File: config.mk
export PLATFORM = sky130hd
export DESIGN_NAME = cpc_top
export DESIGN_NICKNAME = d
export VERILOG_FILES = /design/src/include/cpc_pkg.sv /design/src/logic/cpc_top.sv /design/src/logic/cpc_sync.sv /design/src/logic/cpc_qual_timer.sv
export SDC_FILE = /design/constraint.sdc
export NUM_CORES = 1
export LEC_CHECK = 0
export BUFFER_PORTS_ARGS = -buffer_cell sky130_fd_sc_hd__clkbuf_2
export CAP_MARGIN = 15
export CORE_AREA = 2 2 168 153
export CTS_BUF_LIST = sky130_fd_sc_hd__clkbuf_8 sky130_fd_sc_hd__clkbuf_16
export CTS_CLUSTER_DIAMETER = 80
export DETAILED_ROUTE_END_ITERATION = 16
export DIE_AREA = 0 0 170 155
export PLACE_DENSITY = 0.76
export REMOVE_ABC_BUFFERS = 1
export SYNTH_ARGS = -nofsm -noshare
export SYNTH_HDL_FRONTEND = slang
export SYNTH_HIERARCHICAL = 1
export SYNTH_SLANG_ARGS = --single-unit
File: constraint.sdc
create_clock -name mclk -period 9.5 [get_ports mclk]
set_input_delay 0.475 -clock mclk [delete_from_list [all_inputs] [get_ports mclk]]
set_output_delay 0.475 -clock mclk [all_outputs]
set_load 0.02 [all_outputs]
File: src/include/cpc_pkg.sv
/*
  Shared constants and types for the cell protection controller: register
  offsets, bit positions, reset values, host command codes and delay times.
  Assumes a 50 MHz system clock; all delay counts derive from it.
*/
package cpc_pkg;

  // System clock rate, in MHz
  localparam int unsigned CPC_CLK_MHZ = 50;

  // Qualification delays, in microseconds
  localparam int unsigned CPC_CELL_HIGH_DELAY_US = 1000;
  localparam int unsigned CPC_CELL_LOW_DELAY_US  = 1000;
  localparam int unsigned CPC_DEPLETION_DELAY_US = 100;
  localparam int unsigned CPC_FET_DROP_DELAY_US  = 100;
  // Time a copy into nonvolatile memory keeps both blocks busy, in microseconds
  localparam int unsigned CPC_COPY_TIME_US       = 2000;

  // Delay counts in clock cycles
  localparam int unsigned CPC_CELL_HIGH_CYC = CPC_CELL_HIGH_DELAY_US * CPC_CLK_MHZ;
  localparam int unsigned CPC_CELL_LOW_CYC  = CPC_CELL_LOW_DELAY_US * CPC_CLK_MHZ;
  localparam int unsigned CPC_DEPLETION_CYC = CPC_DEPLETION_DELAY_US * CPC_CLK_MHZ;
  localparam int unsigned CPC_FET_DROP_CYC  = CPC_FET_DROP_DELAY_US * CPC_CLK_MHZ;
  localparam int unsigned CPC_COPY_CYC      = CPC_COPY_TIME_US * CPC_CLK_MHZ;

  // Register offsets
  localparam logic [7:0] CPC_PROTECTION_CONTROL      = 8'h00;
  localparam logic [7:0] CPC_DEVICE_STATUS           = 8'h01;
  localparam logic [7:0] CPC_NV_MEMORY_CONTROL       = 8'h07;
  localparam logic [7:0] CPC_SPECIAL_FEATURE_CONTROL = 8'h08;
  // Lockable memory blocks, base addresses; each holds four bytes
  localparam logic [7:0] CPC_BLOCK0_BASE = 8'h20;
  localparam logic [7:0] CPC_BLOCK1_BASE = 8'h30;
  localparam int unsigned CPC_BLOCK_BYTES = 4;
  // Byte of block 1 that holds the status defaults
  localparam int unsigned CPC_STATUS_INIT_IDX = 1;

  // Protection register bits
  localparam int unsigned CPC_BIT_CELL_HIGH = 7;
  localparam int unsigned CPC_BIT_CELL_LOW  = 6;
  localparam int unsigned CPC_BIT_EXCESS    = 4;
  localparam int unsigned CPC_BIT_CHG_MIR   = 3;
  localparam int unsigned CPC_BIT_DSG_MIR   = 2;
  localparam int unsigned CPC_BIT_CHG_ALLOW = 1;
  localparam int unsigned CPC_BIT_DSG_ALLOW = 0;
  // Memory control register bits
  localparam int unsigned CPC_BIT_COPY_BUSY = 7;
  localparam int unsigned CPC_BIT_LOCK_EN   = 6;
  localparam int unsigned CPC_BIT_LOCKED1   = 1;
  localparam int unsigned CPC_BIT_LOCKED0   = 0;
  // Special feature register bits
  localparam int unsigned CPC_BIT_SWITCH    = 7;
  localparam int unsigned CPC_BIT_OVERTEMP  = 0;
  // Status bits loaded from the stored defaults
  localparam logic [7:0] CPC_STATUS_MASK = 8'h38;

  // Reset values
  localparam logic       CPC_RST_CELL_HIGH = 1'b0;
  localparam logic       CPC_RST_CELL_LOW  = 1'b1;
  localparam logic       CPC_RST_EXCESS    = 1'b1;
  localparam logic       CPC_RST_CHG_ALLOW = 1'b1;
  localparam logic       CPC_RST_DSG_ALLOW = 1'b1;
  localparam logic       CPC_RST_OVERTEMP  = 1'b0;
  localparam logic       CPC_RST_SWITCH    = 1'b1;
  localparam logic       CPC_RST_LOCK_EN   = 1'b0;
  localparam logic [7:0] CPC_RST_STATUS    = 8'h00;
  localparam logic [7:0] CPC_RST_MEM       = 8'h00;

  // Host commands
  typedef enum logic [2:0]
  {
    CPC_OP_READ,
    CPC_OP_WRITE,
    CPC_OP_COPY,
    CPC_OP_RECALL,
    CPC_OP_LOCK
  } cpc_op_e;

  // Power modes
  typedef enum logic
  {
    CPC_SLEEP,
    CPC_ACTIVE
  } cpc_mode_e;

endpackage

File: src/logic/cpc_top.sv
/*
  Cell protection controller: drives the charge and discharge FET enables
  from synchronised comparator results, holds the protection, status,
  memory control and special feature registers, and the shadowed,
  lockable memory blocks, all reached through a decoded host command port.
  Assumes comparator inputs are asynchronous levels and the host command
  port is driven by logic on mclk.
*/
`timescale 1ns/1ns
module cpc_top
#(
  parameter int unsigned CELL_HIGH_CYC = cpc_pkg::CPC_CELL_HIGH_CYC,
  parameter int unsigned CELL_LOW_CYC  = cpc_pkg::CPC_CELL_LOW_CYC,
  parameter int unsigned DEPLETION_CYC = cpc_pkg::CPC_DEPLETION_CYC,
  parameter int unsigned FET_DROP_CYC  = cpc_pkg::CPC_FET_DROP_CYC,
  parameter int unsigned COPY_CYC      = cpc_pkg::CPC_COPY_CYC
)
(
  input  wire logic            mclk,
  input  wire logic            nrst,
  input  wire logic            cell_above_high,
  input  wire logic            cell_below_resume,
  input  wire logic            cell_below_low,
  input  wire logic            cell_below_depletion,
  input  wire logic            fet_drop_high,
  input  wire logic            pack_recovered,
  input  wire logic            charger_present,
  input  wire logic            die_overtemp,
  input  wire logic            wake_switch_input_n,
  input  wire logic            cmd_valid,
  input  cpc_pkg::cpc_op_e     cmd_op,
  input  wire logic [7:0]      cmd_addr,
  input  wire logic [7:0]      cmd_wdata,
  output logic                 rsp_valid,
  output logic      [7:0]      rsp_rdata,
  output logic                 charge_drive,
  output logic                 discharge_drive,
  output logic                 probe_current_en,
  output logic                 recovery_charge_en,
  output logic                 active_mode
);
  import cpc_pkg::*;

  // Is the address inside one of the two memory blocks
  function automatic logic ee_hit(input logic [7:0] a);
    ee_hit = ({a[7:4], 4'h0} == CPC_BLOCK0_BASE || {a[7:4], 4'h0} == CPC_BLOCK1_BASE)
             && (a[3:2] == 2'b00);
  endfunction

  // Which block the address selects
  function automatic logic ee_blk(input logic [7:0] a);
    ee_blk = ({a[7:4], 4'h0} == CPC_BLOCK1_BASE);
  endfunction

  localparam int unsigned CW = $clog2(COPY_CYC + 1);

  logic       rst_meta_q;            // Reset release, first stage
  logic       rst_n_q;               // Reset release, used by all logic
  logic [8:0] sync_in;               // Comparator bundle before crossing
  logic [8:0] sync_out;              // Comparator bundle after crossing
  logic       s_high;                // Cell above high threshold
  logic       s_resume;              // Cell below resume threshold
  logic       s_low;                 // Cell below low threshold
  logic       s_depl;                // Cell below depletion threshold
  logic       s_drop;                // FET drop above threshold
  logic       s_pack_ok;             // Pack above cell minus drop
  logic       s_chg;                 // Charger detected
  logic       s_hot;                 // Die above temperature limit
  logic       s_sw_n;                // Wake switch, low when pressed
  cpc_mode_e  mode_q;                // Power mode
  logic       wake_q;                // First cycle after waking
  logic       q_high, q_low;         // Qualified cell high / low
  logic       q_depl, q_drop;        // Qualified depletion / FET drop
  logic       wake_go;               // Sleep to active this cycle
  logic       high_blk_q;            // Charge held off by cell high
  logic       low_blk_q;             // Cell-low release pending
  logic       depl_blk_q;            // Drives held off by depletion
  logic       drop_blk_q;            // Drives held off by FET drop
  logic       flag_high_q;           // Cell high flag
  logic       flag_low_q;            // Cell low flag
  logic       flag_exc_q;            // Excess current flag
  logic       flag_ot_q;             // Overtemperature flag
  logic       flag_sw_q;             // Wake switch flag, low after press
  logic       chg_allow_q;           // Host charge allow
  logic       dsg_allow_q;           // Host discharge allow
  logic       lock_en_q;             // Lock command armed
  logic [1:0] locked_q;              // Per-block permanent lock
  logic [7:0] status_q;              // Status bits from stored defaults
  logic [CW-1:0] copy_cnt_q;         // Copy busy countdown
  logic [7:0] shadow_q [2][CPC_BLOCK_BYTES];  // Shadow RAM
  logic [7:0] nvm_q    [2][CPC_BLOCK_BYTES];  // Nonvolatile contents
  logic       wr, rd;                // Write and read strobes
  logic       copy_busy;             // Copy in progress
  logic       hot_any;               // Overtemperature blocks drives
  logic       wr_prot, wr_mem, wr_spec;  // Register write selects

  // Reset release through two flops
  always_ff @(posedge mclk or negedge nrst)
  begin
    if (!nrst)
    begin
      rst_meta_q <= 1'b0;
      rst_n_q    <= 1'b0;
    end
    else
    begin
      rst_meta_q <= 1'b1;
      rst_n_q    <= rst_meta_q;
    end
  end

  // Comparator inputs cross into the clock domain; the switch crosses as
  // pressed-high so the synchroniser's reset zero reads as released, not as a wake
  assign sync_in = {cell_above_high, cell_below_resume, cell_below_low,
                    cell_below_depletion, fet_drop_high, pack_recovered,
                    charger_present, die_overtemp, !wake_switch_input_n};

  cpc_sync #(.W(9)) u_sync
  (
    .clk   (mclk),
    .rst_n (rst_n_q),
    .din   (sync_in),
    .dout  (sync_out)
  );

  // Undo the switch inversion: s_sw_n is low while pressed
  assign {s_high, s_resume, s_low, s_depl, s_drop, s_pack_ok, s_chg, s_hot, s_sw_n}
    = sync_out ^ 9'h001;

  // Qualification timers, running only while active
  cpc_qual_timer #(.CYCLES(CELL_HIGH_CYC)) u_t_high
  (
    .clk       (mclk),
    .rst_n     (rst_n_q),
    .cond      (mode_q == CPC_ACTIVE && s_high),
    .bypass    (wake_q),
    .qualified (q_high)
  );

  cpc_qual_timer #(.CYCLES(CELL_LOW_CYC)) u_t_low
  (
    .clk       (mclk),
    .rst_n     (rst_n_q),
    .cond      (mode_q == CPC_ACTIVE && s_low && !s_depl),
    .bypass    (1'b0),
    .qualified (q_low)
  );

  cpc_qual_timer #(.CYCLES(DEPLETION_CYC)) u_t_depl
  (
    .clk       (mclk),
    .rst_n     (rst_n_q),
    .cond      (mode_q == CPC_ACTIVE && s_depl),
    .bypass    (1'b0),
    .qualified (q_depl)
  );

  cpc_qual_timer #(.CYCLES(FET_DROP_CYC)) u_t_drop
  (
    .clk       (mclk),
    .rst_n     (rst_n_q),
    .cond      (mode_q == CPC_ACTIVE && s_drop),
    .bypass    (1'b0),
    .qualified (q_drop)
  );

  // Command decode
  assign wr        = cmd_valid && cmd_op == CPC_OP_WRITE;
  assign rd        = cmd_valid && cmd_op == CPC_OP_READ;
  assign wr_prot   = wr && cmd_addr == CPC_PROTECTION_CONTROL;
  assign wr_mem    = wr && cmd_addr == CPC_NV_MEMORY_CONTROL;
  assign wr_spec   = wr && cmd_addr == CPC_SPECIAL_FEATURE_CONTROL;
  assign copy_busy = copy_cnt_q != '0;
  assign hot_any   = s_hot || flag_ot_q;
  assign wake_go   = mode_q == CPC_SLEEP && (!s_sw_n || s_chg) && !s_depl;

  // Power mode and the wake marker
  always_ff @(posedge mclk or negedge rst_n_q)
  begin
    if (!rst_n_q)
    begin
      mode_q <= CPC_SLEEP;
      wake_q <= 1'b0;
    end
    else
    begin
      wake_q <= wake_go;
      case (mode_q)
        CPC_SLEEP:
          if (wake_go)
            mode_q <= CPC_ACTIVE;
        CPC_ACTIVE:
          if (q_low)
            mode_q <= CPC_SLEEP;
        default:
          mode_q <= CPC_SLEEP;
      endcase
    end
  end

  // Protection lockouts and their release conditions
  always_ff @(posedge mclk or negedge rst_n_q)
  begin
    if (!rst_n_q)
    begin
      high_blk_q <= 1'b0;
      low_blk_q  <= 1'b0;
      depl_blk_q <= 1'b0;
      drop_blk_q <= 1'b0;
    end
    else
    begin
      if (q_high)
        high_blk_q <= 1'b1;
      else if (s_resume || s_drop)
        high_blk_q <= 1'b0;
      if (q_low)
        low_blk_q <= 1'b1;
      else if (!s_low && s_chg)
        low_blk_q <= 1'b0;
      if (q_depl)
        depl_blk_q <= 1'b1;
      else if (s_pack_ok)
        depl_blk_q <= 1'b0;
      if (q_drop)
        drop_blk_q <= 1'b1;
      else if (s_pack_ok)
        drop_blk_q <= 1'b0;
    end
  end

  // Sticky flags; a hardware set, or for the switch flag a hardware clear, wins over a host write
  always_ff @(posedge mclk or negedge rst_n_q)
  begin
    if (!rst_n_q)
    begin
      flag_high_q <= CPC_RST_CELL_HIGH;
      flag_low_q  <= CPC_RST_CELL_LOW;
      flag_exc_q  <= CPC_RST_EXCESS;
      flag_ot_q   <= CPC_RST_OVERTEMP;
      flag_sw_q   <= CPC_RST_SWITCH;
    end
    else
    begin
      flag_high_q <= q_high || (wr_prot ? cmd_wdata[CPC_BIT_CELL_HIGH] : flag_high_q);
      flag_low_q  <= q_low || (wr_prot ? cmd_wdata[CPC_BIT_CELL_LOW] : flag_low_q);
      flag_exc_q  <= q_depl || q_drop
                     || (wr_prot ? cmd_wdata[CPC_BIT_EXCESS] : flag_exc_q);
      flag_ot_q   <= (mode_q == CPC_ACTIVE && s_hot)
                     || (wr_spec ? cmd_wdata[CPC_BIT_OVERTEMP] : flag_ot_q);
      flag_sw_q   <= s_sw_n && (wr_spec ? cmd_wdata[CPC_BIT_SWITCH] : flag_sw_q);
    end
  end

  // Host allow bits, forced on at wake
  always_ff @(posedge mclk or negedge rst_n_q)
  begin
    if (!rst_n_q)
    begin
      chg_allow_q <= CPC_RST_CHG_ALLOW;
      dsg_allow_q <= CPC_RST_DSG_ALLOW;
    end
    else if (wake_go)
    begin
      chg_allow_q <= 1'b1;
      dsg_allow_q <= 1'b1;
    end
    else if (wr_prot)
    begin
      chg_allow_q <= cmd_wdata[CPC_BIT_CHG_ALLOW];
      dsg_allow_q <= cmd_wdata[CPC_BIT_DSG_ALLOW];
    end
  end

  // FET drives and the probe and recovery switches
  always_ff @(posedge mclk or negedge rst_n_q)
  begin
    if (!rst_n_q)
    begin
      charge_drive       <= 1'b0;
      discharge_drive    <= 1'b0;
      probe_current_en   <= 1'b0;
      recovery_charge_en <= 1'b0;
      active_mode        <= 1'b0;
    end
    else
    begin
      charge_drive       <= mode_q == CPC_ACTIVE && chg_allow_q && !q_high && !high_blk_q
                            && !low_blk_q && !depl_blk_q && !drop_blk_q && !hot_any
                            && !q_low && !q_depl && !q_drop;
      discharge_drive    <= mode_q == CPC_ACTIVE && dsg_allow_q && !low_blk_q
                            && !depl_blk_q && !drop_blk_q && !hot_any
                            && !q_low && !q_depl && !q_drop;
      probe_current_en   <= (depl_blk_q && !s_depl) || drop_blk_q;
      recovery_charge_en <= (depl_blk_q && !s_depl)
                            || (mode_q == CPC_ACTIVE && (s_depl || s_resume));
      active_mode        <= mode_q == CPC_ACTIVE;
    end
  end

  // Shadow RAM, nonvolatile copy, locks and status defaults
  always_ff @(posedge mclk or negedge rst_n_q)
  begin
    if (!rst_n_q)
    begin
      for (int b = 0; b < 2; b++)
        for (int i = 0; i < CPC_BLOCK_BYTES; i++)
        begin
          shadow_q[b][i] <= CPC_RST_MEM;
          nvm_q[b][i]    <= CPC_RST_MEM;
        end
      locked_q   <= 2'b00;
      lock_en_q  <= CPC_RST_LOCK_EN;
      status_q   <= CPC_RST_STATUS;
      copy_cnt_q <= '0;
    end
    else
    begin
      if (copy_busy)
        copy_cnt_q <= copy_cnt_q - CW'(1);
      if (wr_mem)
        lock_en_q <= cmd_wdata[CPC_BIT_LOCK_EN];
      if (wr && ee_hit(cmd_addr) && !locked_q[ee_blk(cmd_addr)] && !copy_busy)
        shadow_q[ee_blk(cmd_addr)][cmd_addr[1:0]] <= cmd_wdata;
      if (cmd_valid && cmd_op == CPC_OP_COPY && ee_hit(cmd_addr)
          && !locked_q[ee_blk(cmd_addr)] && !copy_busy)
      begin
        for (int i = 0; i < CPC_BLOCK_BYTES; i++)
          nvm_q[ee_blk(cmd_addr)][i] <= shadow_q[ee_blk(cmd_addr)][i];
        copy_cnt_q <= CW'(COPY_CYC);
      end
      if (cmd_valid && cmd_op == CPC_OP_RECALL && ee_hit(cmd_addr))
      begin
        for (int i = 0; i < CPC_BLOCK_BYTES; i++)
          shadow_q[ee_blk(cmd_addr)][i] <= nvm_q[ee_blk(cmd_addr)][i];
        if (ee_blk(cmd_addr))
          status_q <= nvm_q[1][CPC_STATUS_INIT_IDX] & CPC_STATUS_MASK;
      end
      if (cmd_valid && cmd_op == CPC_OP_LOCK && ee_hit(cmd_addr) && lock_en_q)
      begin
        locked_q[ee_blk(cmd_addr)] <= 1'b1;
        lock_en_q                  <= 1'b0;
      end
    end
  end

  // One answer per command; reads return data, reserved reads zero
  always_ff @(posedge mclk or negedge rst_n_q)
  begin
    if (!rst_n_q)
    begin
      rsp_valid <= 1'b0;
      rsp_rdata <= 8'h00;
    end
    else
    begin
      rsp_valid <= cmd_valid;
      rsp_rdata <= 8'h00;
      if (rd)
      begin
        if (ee_hit(cmd_addr))
          rsp_rdata <= shadow_q[ee_blk(cmd_addr)][cmd_addr[1:0]];
        else
          case (cmd_addr)
            CPC_PROTECTION_CONTROL:
              rsp_rdata <= {flag_high_q, flag_low_q, 1'b0, flag_exc_q,
                            charge_drive, discharge_drive,
                            chg_allow_q, dsg_allow_q};
            CPC_DEVICE_STATUS:
              rsp_rdata <= status_q;
            CPC_NV_MEMORY_CONTROL:
              rsp_rdata <= {copy_busy, lock_en_q, 4'h0, locked_q};
            CPC_SPECIAL_FEATURE_CONTROL:
              rsp_rdata <= {flag_sw_q, 6'h00, flag_ot_q};
            default:
              rsp_rdata <= 8'h00;
          endcase
      end
    end
  end

endmodule

File: src/logic/cpc_sync.sv
/*
  Two-stage synchroniser for a bundle of independent level inputs.
  Assumes each bit is a slow level; no bundle coherence is promised.
*/
`timescale 1ns/1ns
module cpc_sync
#(
  parameter int unsigned W = 1
)
(
  input  wire logic         clk,
  input  wire logic         rst_n,
  input  wire logic [W-1:0] din,
  output logic      [W-1:0] dout
);

  logic [W-1:0] meta_q;  // First stage, read only by the second

  // Two flops in series
  always_ff @(posedge clk or negedge rst_n)
  begin
    if (!rst_n)
    begin
      meta_q <= '0;
      dout   <= '0;
    end
    else
    begin
      meta_q <= din;
      dout   <= meta_q;
    end
  end

endmodule

File: src/logic/cpc_qual_timer.sv
/*
  Qualification timer: a condition counts as met once it has stood for
  CYCLES clocks in a row. Any drop of the condition restarts the count.
  A bypass input qualifies the condition at once, with no delay.
*/
`timescale 1ns/1ns
module cpc_qual_timer
#(
  parameter int unsigned CYCLES = 1
)
(
  input  wire logic clk,
  input  wire logic rst_n,
  input  wire logic cond,
  input  wire logic bypass,
  output logic      qualified
);

  localparam int unsigned W = $clog2(CYCLES + 1);
  localparam logic [W-1:0] TERM = W'(CYCLES);

  logic [W-1:0] cnt_q;  // Cycles the condition has stood

  // Count while the condition stands, saturate at the terminal count
  always_ff @(posedge clk or negedge rst_n)
  begin
    if (!rst_n)
      cnt_q <= '0;
    else if (!cond)
      cnt_q <= '0;
    else if (cnt_q != TERM)
      cnt_q <= cnt_q + W'(1);
  end

  // Met when held long enough, or at once under bypass
  assign qualified = cond && (bypass || (cnt_q == TERM));

endmodule

==> out/metrics.yaml <==
timing:
  rsz0062_at_grt: "false"
  clock.fmax_mhz: 343
  period_share: 0.307
  setup_tns_ps: 0
  min_period_ps: 2920
  finClkSkew_ps: 19.3
  finalHoldViolCount: 0
  drv_slew: 0
  tightest_slew_ps: 1140
  finalSetupViolations: 0
  slew-limit-headroom: 0.240
drt:
  drtIter0Drc: 733
  vias_per_cell: 6.12
  wl_um: 28200
  vias: 8796
  ant_nets: 0
  drc: 0
  routedWlPerCell_um: 19.6
  drt_pass1_iterations: 6
clocking:
  cts.sink_count: 256
  cts-resized-gates: 0
  clk_pin_slew_ps: 60
  cts_setup_buffers: 0
  ctsLongestPathBuffers: 3
  cts-buffers-inserted: 27
  clk_latency_ps: 540
  cts-root-buf: "clkbuf_16"
  cts_tree: "done"
  cts_max_level: 1
  ctsHoldBuffers: 1
die:
  die_h_um: 155
  die_x_um: 170
  core_sq_um: 24800
  num_io_pins: 45
  die-area_sq_um: 26400
  num_rows: 55
  start_util: 0.490
global_route:
  antenna_found_initial: 0
  grt_max_degree: 196
  grt_pass1_vias: 8655
  grt_first_pass_wirelength_um: 45700
  overflow: 0
  track_usage: 0.216
place:
  dp.cells: 1386
  dpl.hpwl_um: 18200
  finalWeightedCongestion: 0.872
  numPortBuffers: 44
finish:
  final_common_cell: "dfrtp_1"
  diodes: 0
  final_layout_size_suffix_gt1_frac: 0.189
  final_cell_mix: "250 x dfrtp_1, 85 x nand2_1, 60 x mux2_2"
  fin_nets: 1145
  syn_to_final_growth_pct: 12.0
  nFillCells: 2052
  regArea_sq_um: 6420
  multi_input_area_sq_um: 5440
  final_cells: 1437
worst_setup_path:
  cp-end-kind: "flip-flop"
  cp_max_fo: 15
  timing.rr.start: "copy_cnt_q[0]"
  cp.arrival_ps: 3330
  critical_path_class: "flip-flop to flip-flop"
  crit_start: "copy_cnt_q[0]"
  cp_data_required_time_ps: 9920
  regToRegSetupSlack_ps: 6580
  r2r.worst_path.cells: 7
  startpoint_type: "flip-flop"
  worstReg2RegEnd: "shadow_q[23]"
  cp-endpoint: "shadow_q[23]"
synth:
  ys_async_sr_fraction: 1.00
  synth_seq_cells: 256
  netlist_area_sq_um: 12100
  synth_edf_count: 0
  syn_avg_cell_area_sq_um: 11.4
  yosysSeqAreaShare: 0.528
  ys_warn_count: 6
  syn-instance-count: 1066
  synth_top_flop_cell: "dfrtp_1"
  yosys.cell_types.count: 72
power:
  max-vdd-ir-drop_v: 0.000127
  p_per_area_nw_per_um2: 173
  p_leak_nw: 6.30
  power.total_mw: 2.35
flow_run:
  max_cap_viol_count: 0
status:
  status: "finished clean"
worst_hold_path:
  hp-class: "primary input to flip-flop"
[state kept, by name (all words and copies together) (netlist names), 2 cells and up]
name	flops
nvm_q	64
copy_cnt_q	17
u_t_high/cnt_q	16
u_sync/dout	9
status_q	3
u_t_depl/cnt_q	13
rsp_rdata	8
shadow_q	64
u_t_drop/cnt_q	13
u_sync/meta_q	9
locked_q	2
u_t_low/cnt_q	16
[area by class of cell]
class / count / area share
clock buffers: 32 / 0.0548
repair buffers: 55 / 0.0248
multi-input cells: 731 / 0.400
well taps: 313 / 0.0288
clock inverters: 17 / 0.0107
inverters: 33 / 0.00911
flip-flops and latches: 256 / 0.472
[synth_stat cells (4+ instances only)]
master / n / area, sq um
a21o_1: 6 / 45.0
a21oi_1: 33 / 165
a221o_1: 52 / 521
and2_1: 31 / 194
and3_1: 55 / 344
buf_1: 4 / 15.0
buf_2: 17 / 85.1
clkbuf_1: 26 / 97.6
dfrtp_1: 251 / 6280
dfstp_2: 5 / 131
ha_1: 10 / 125
inv_1: 30 / 113
mux2_1: 8 / 90.1
mux2_2: 60 / 676
mux2i_1: 29 / 290
mux4_2: 8 / 180
nand2_1: 85 / 319
nand2b_1: 20 / 125
nand3_1: 52 / 260
nand4_1: 9 / 56.3
nand4b_1: 6 / 52.6
nand4bb_1: 5 / 56.3
nor2_1: 39 / 146
nor3_1: 19 / 95.1
nor3_2: 5 / 50.1
nor3_4: 6 / 97.6
nor3b_1: 7 / 52.6
nor4_1: 17 / 106
nor4_4: 4 / 85.1
o211ai_1: 17 / 128
o21a_1: 4 / 30.0
o21ai_0: 25 / 125
o31ai_1: 12 / 90.1
or3_1: 17 / 106
or4_1: 10 / 75.1
or4b_4: 4 / 55.1
xnor2_1: 13 / 114
xor2_1: 13 / 114
[worst min path at each step]
stage | end | startpoint | cells after the start
2_1_floorplan | rst_meta_q | nrst | 0
3_3_place_gp | rst_meta_q | nrst | 1
6_report | u_sync/meta_q[6] | cell_below_low | 1
3_5_place_dp | rst_meta_q | nrst | 1
5_1_grt | u_sync/meta_q[8] | cell_above_high | 1
4_1_cts | u_sync/meta_q[6] | cell_below_low | 1
[per-stage QoR]
stage	instance area [sq um]	setup WS (ps)	utilization	hold WS [ps]
finish	13600	6580	0.549	54.5
global route	13600	6480	0.549	43.1
CTS	13600	6640	0.548	35.5
detailed placement	12700	6560	0.511	265
global placement	12700	6640	0.511	261
floorplan	11900	1850	-	179
[metal layers]
layer	global-route usage	share of wire	wire length, um	up-vias
met5	0	0	0	-
met4	0.0708	0.031	866	0
met2	0.345	0.47	13200	276
li1	-	-	-	4037
met3	0.0448	0.070	1970	66
met1	0.298	0.43	12100	4417
[logic make-up after synthesis]
group                      count (synthesis)  share of synthesized area
DFF                                      256                      0.528
muxes                                    105                      0.102
adders and majority gates                 10                     0.0103
AOI/OAI and AO/OA                        172                      0.106
buffers and inverters                     81                     0.0271
xor gates and xnor gates                  26                     0.0188
other                                      2                   0.000619
and+or+nand+nor                          414                      0.207
[worst max-delay path, cell delays in order, from the launching register on]
cell     delay [ps]
dfrtp_1         440
inv_1           110
ha_1            160
nor3b_1         200
and4_1          630
nand3_1         590
and3_1          390
a221o_1         270
[report_power, final]
group,internal (mW),switching [mW]
combinational,0.0493,0.103
clock,0.612,0.437
sequential,1.12,0.0330
Note: power is estimated with default switching activity, not from simulation.
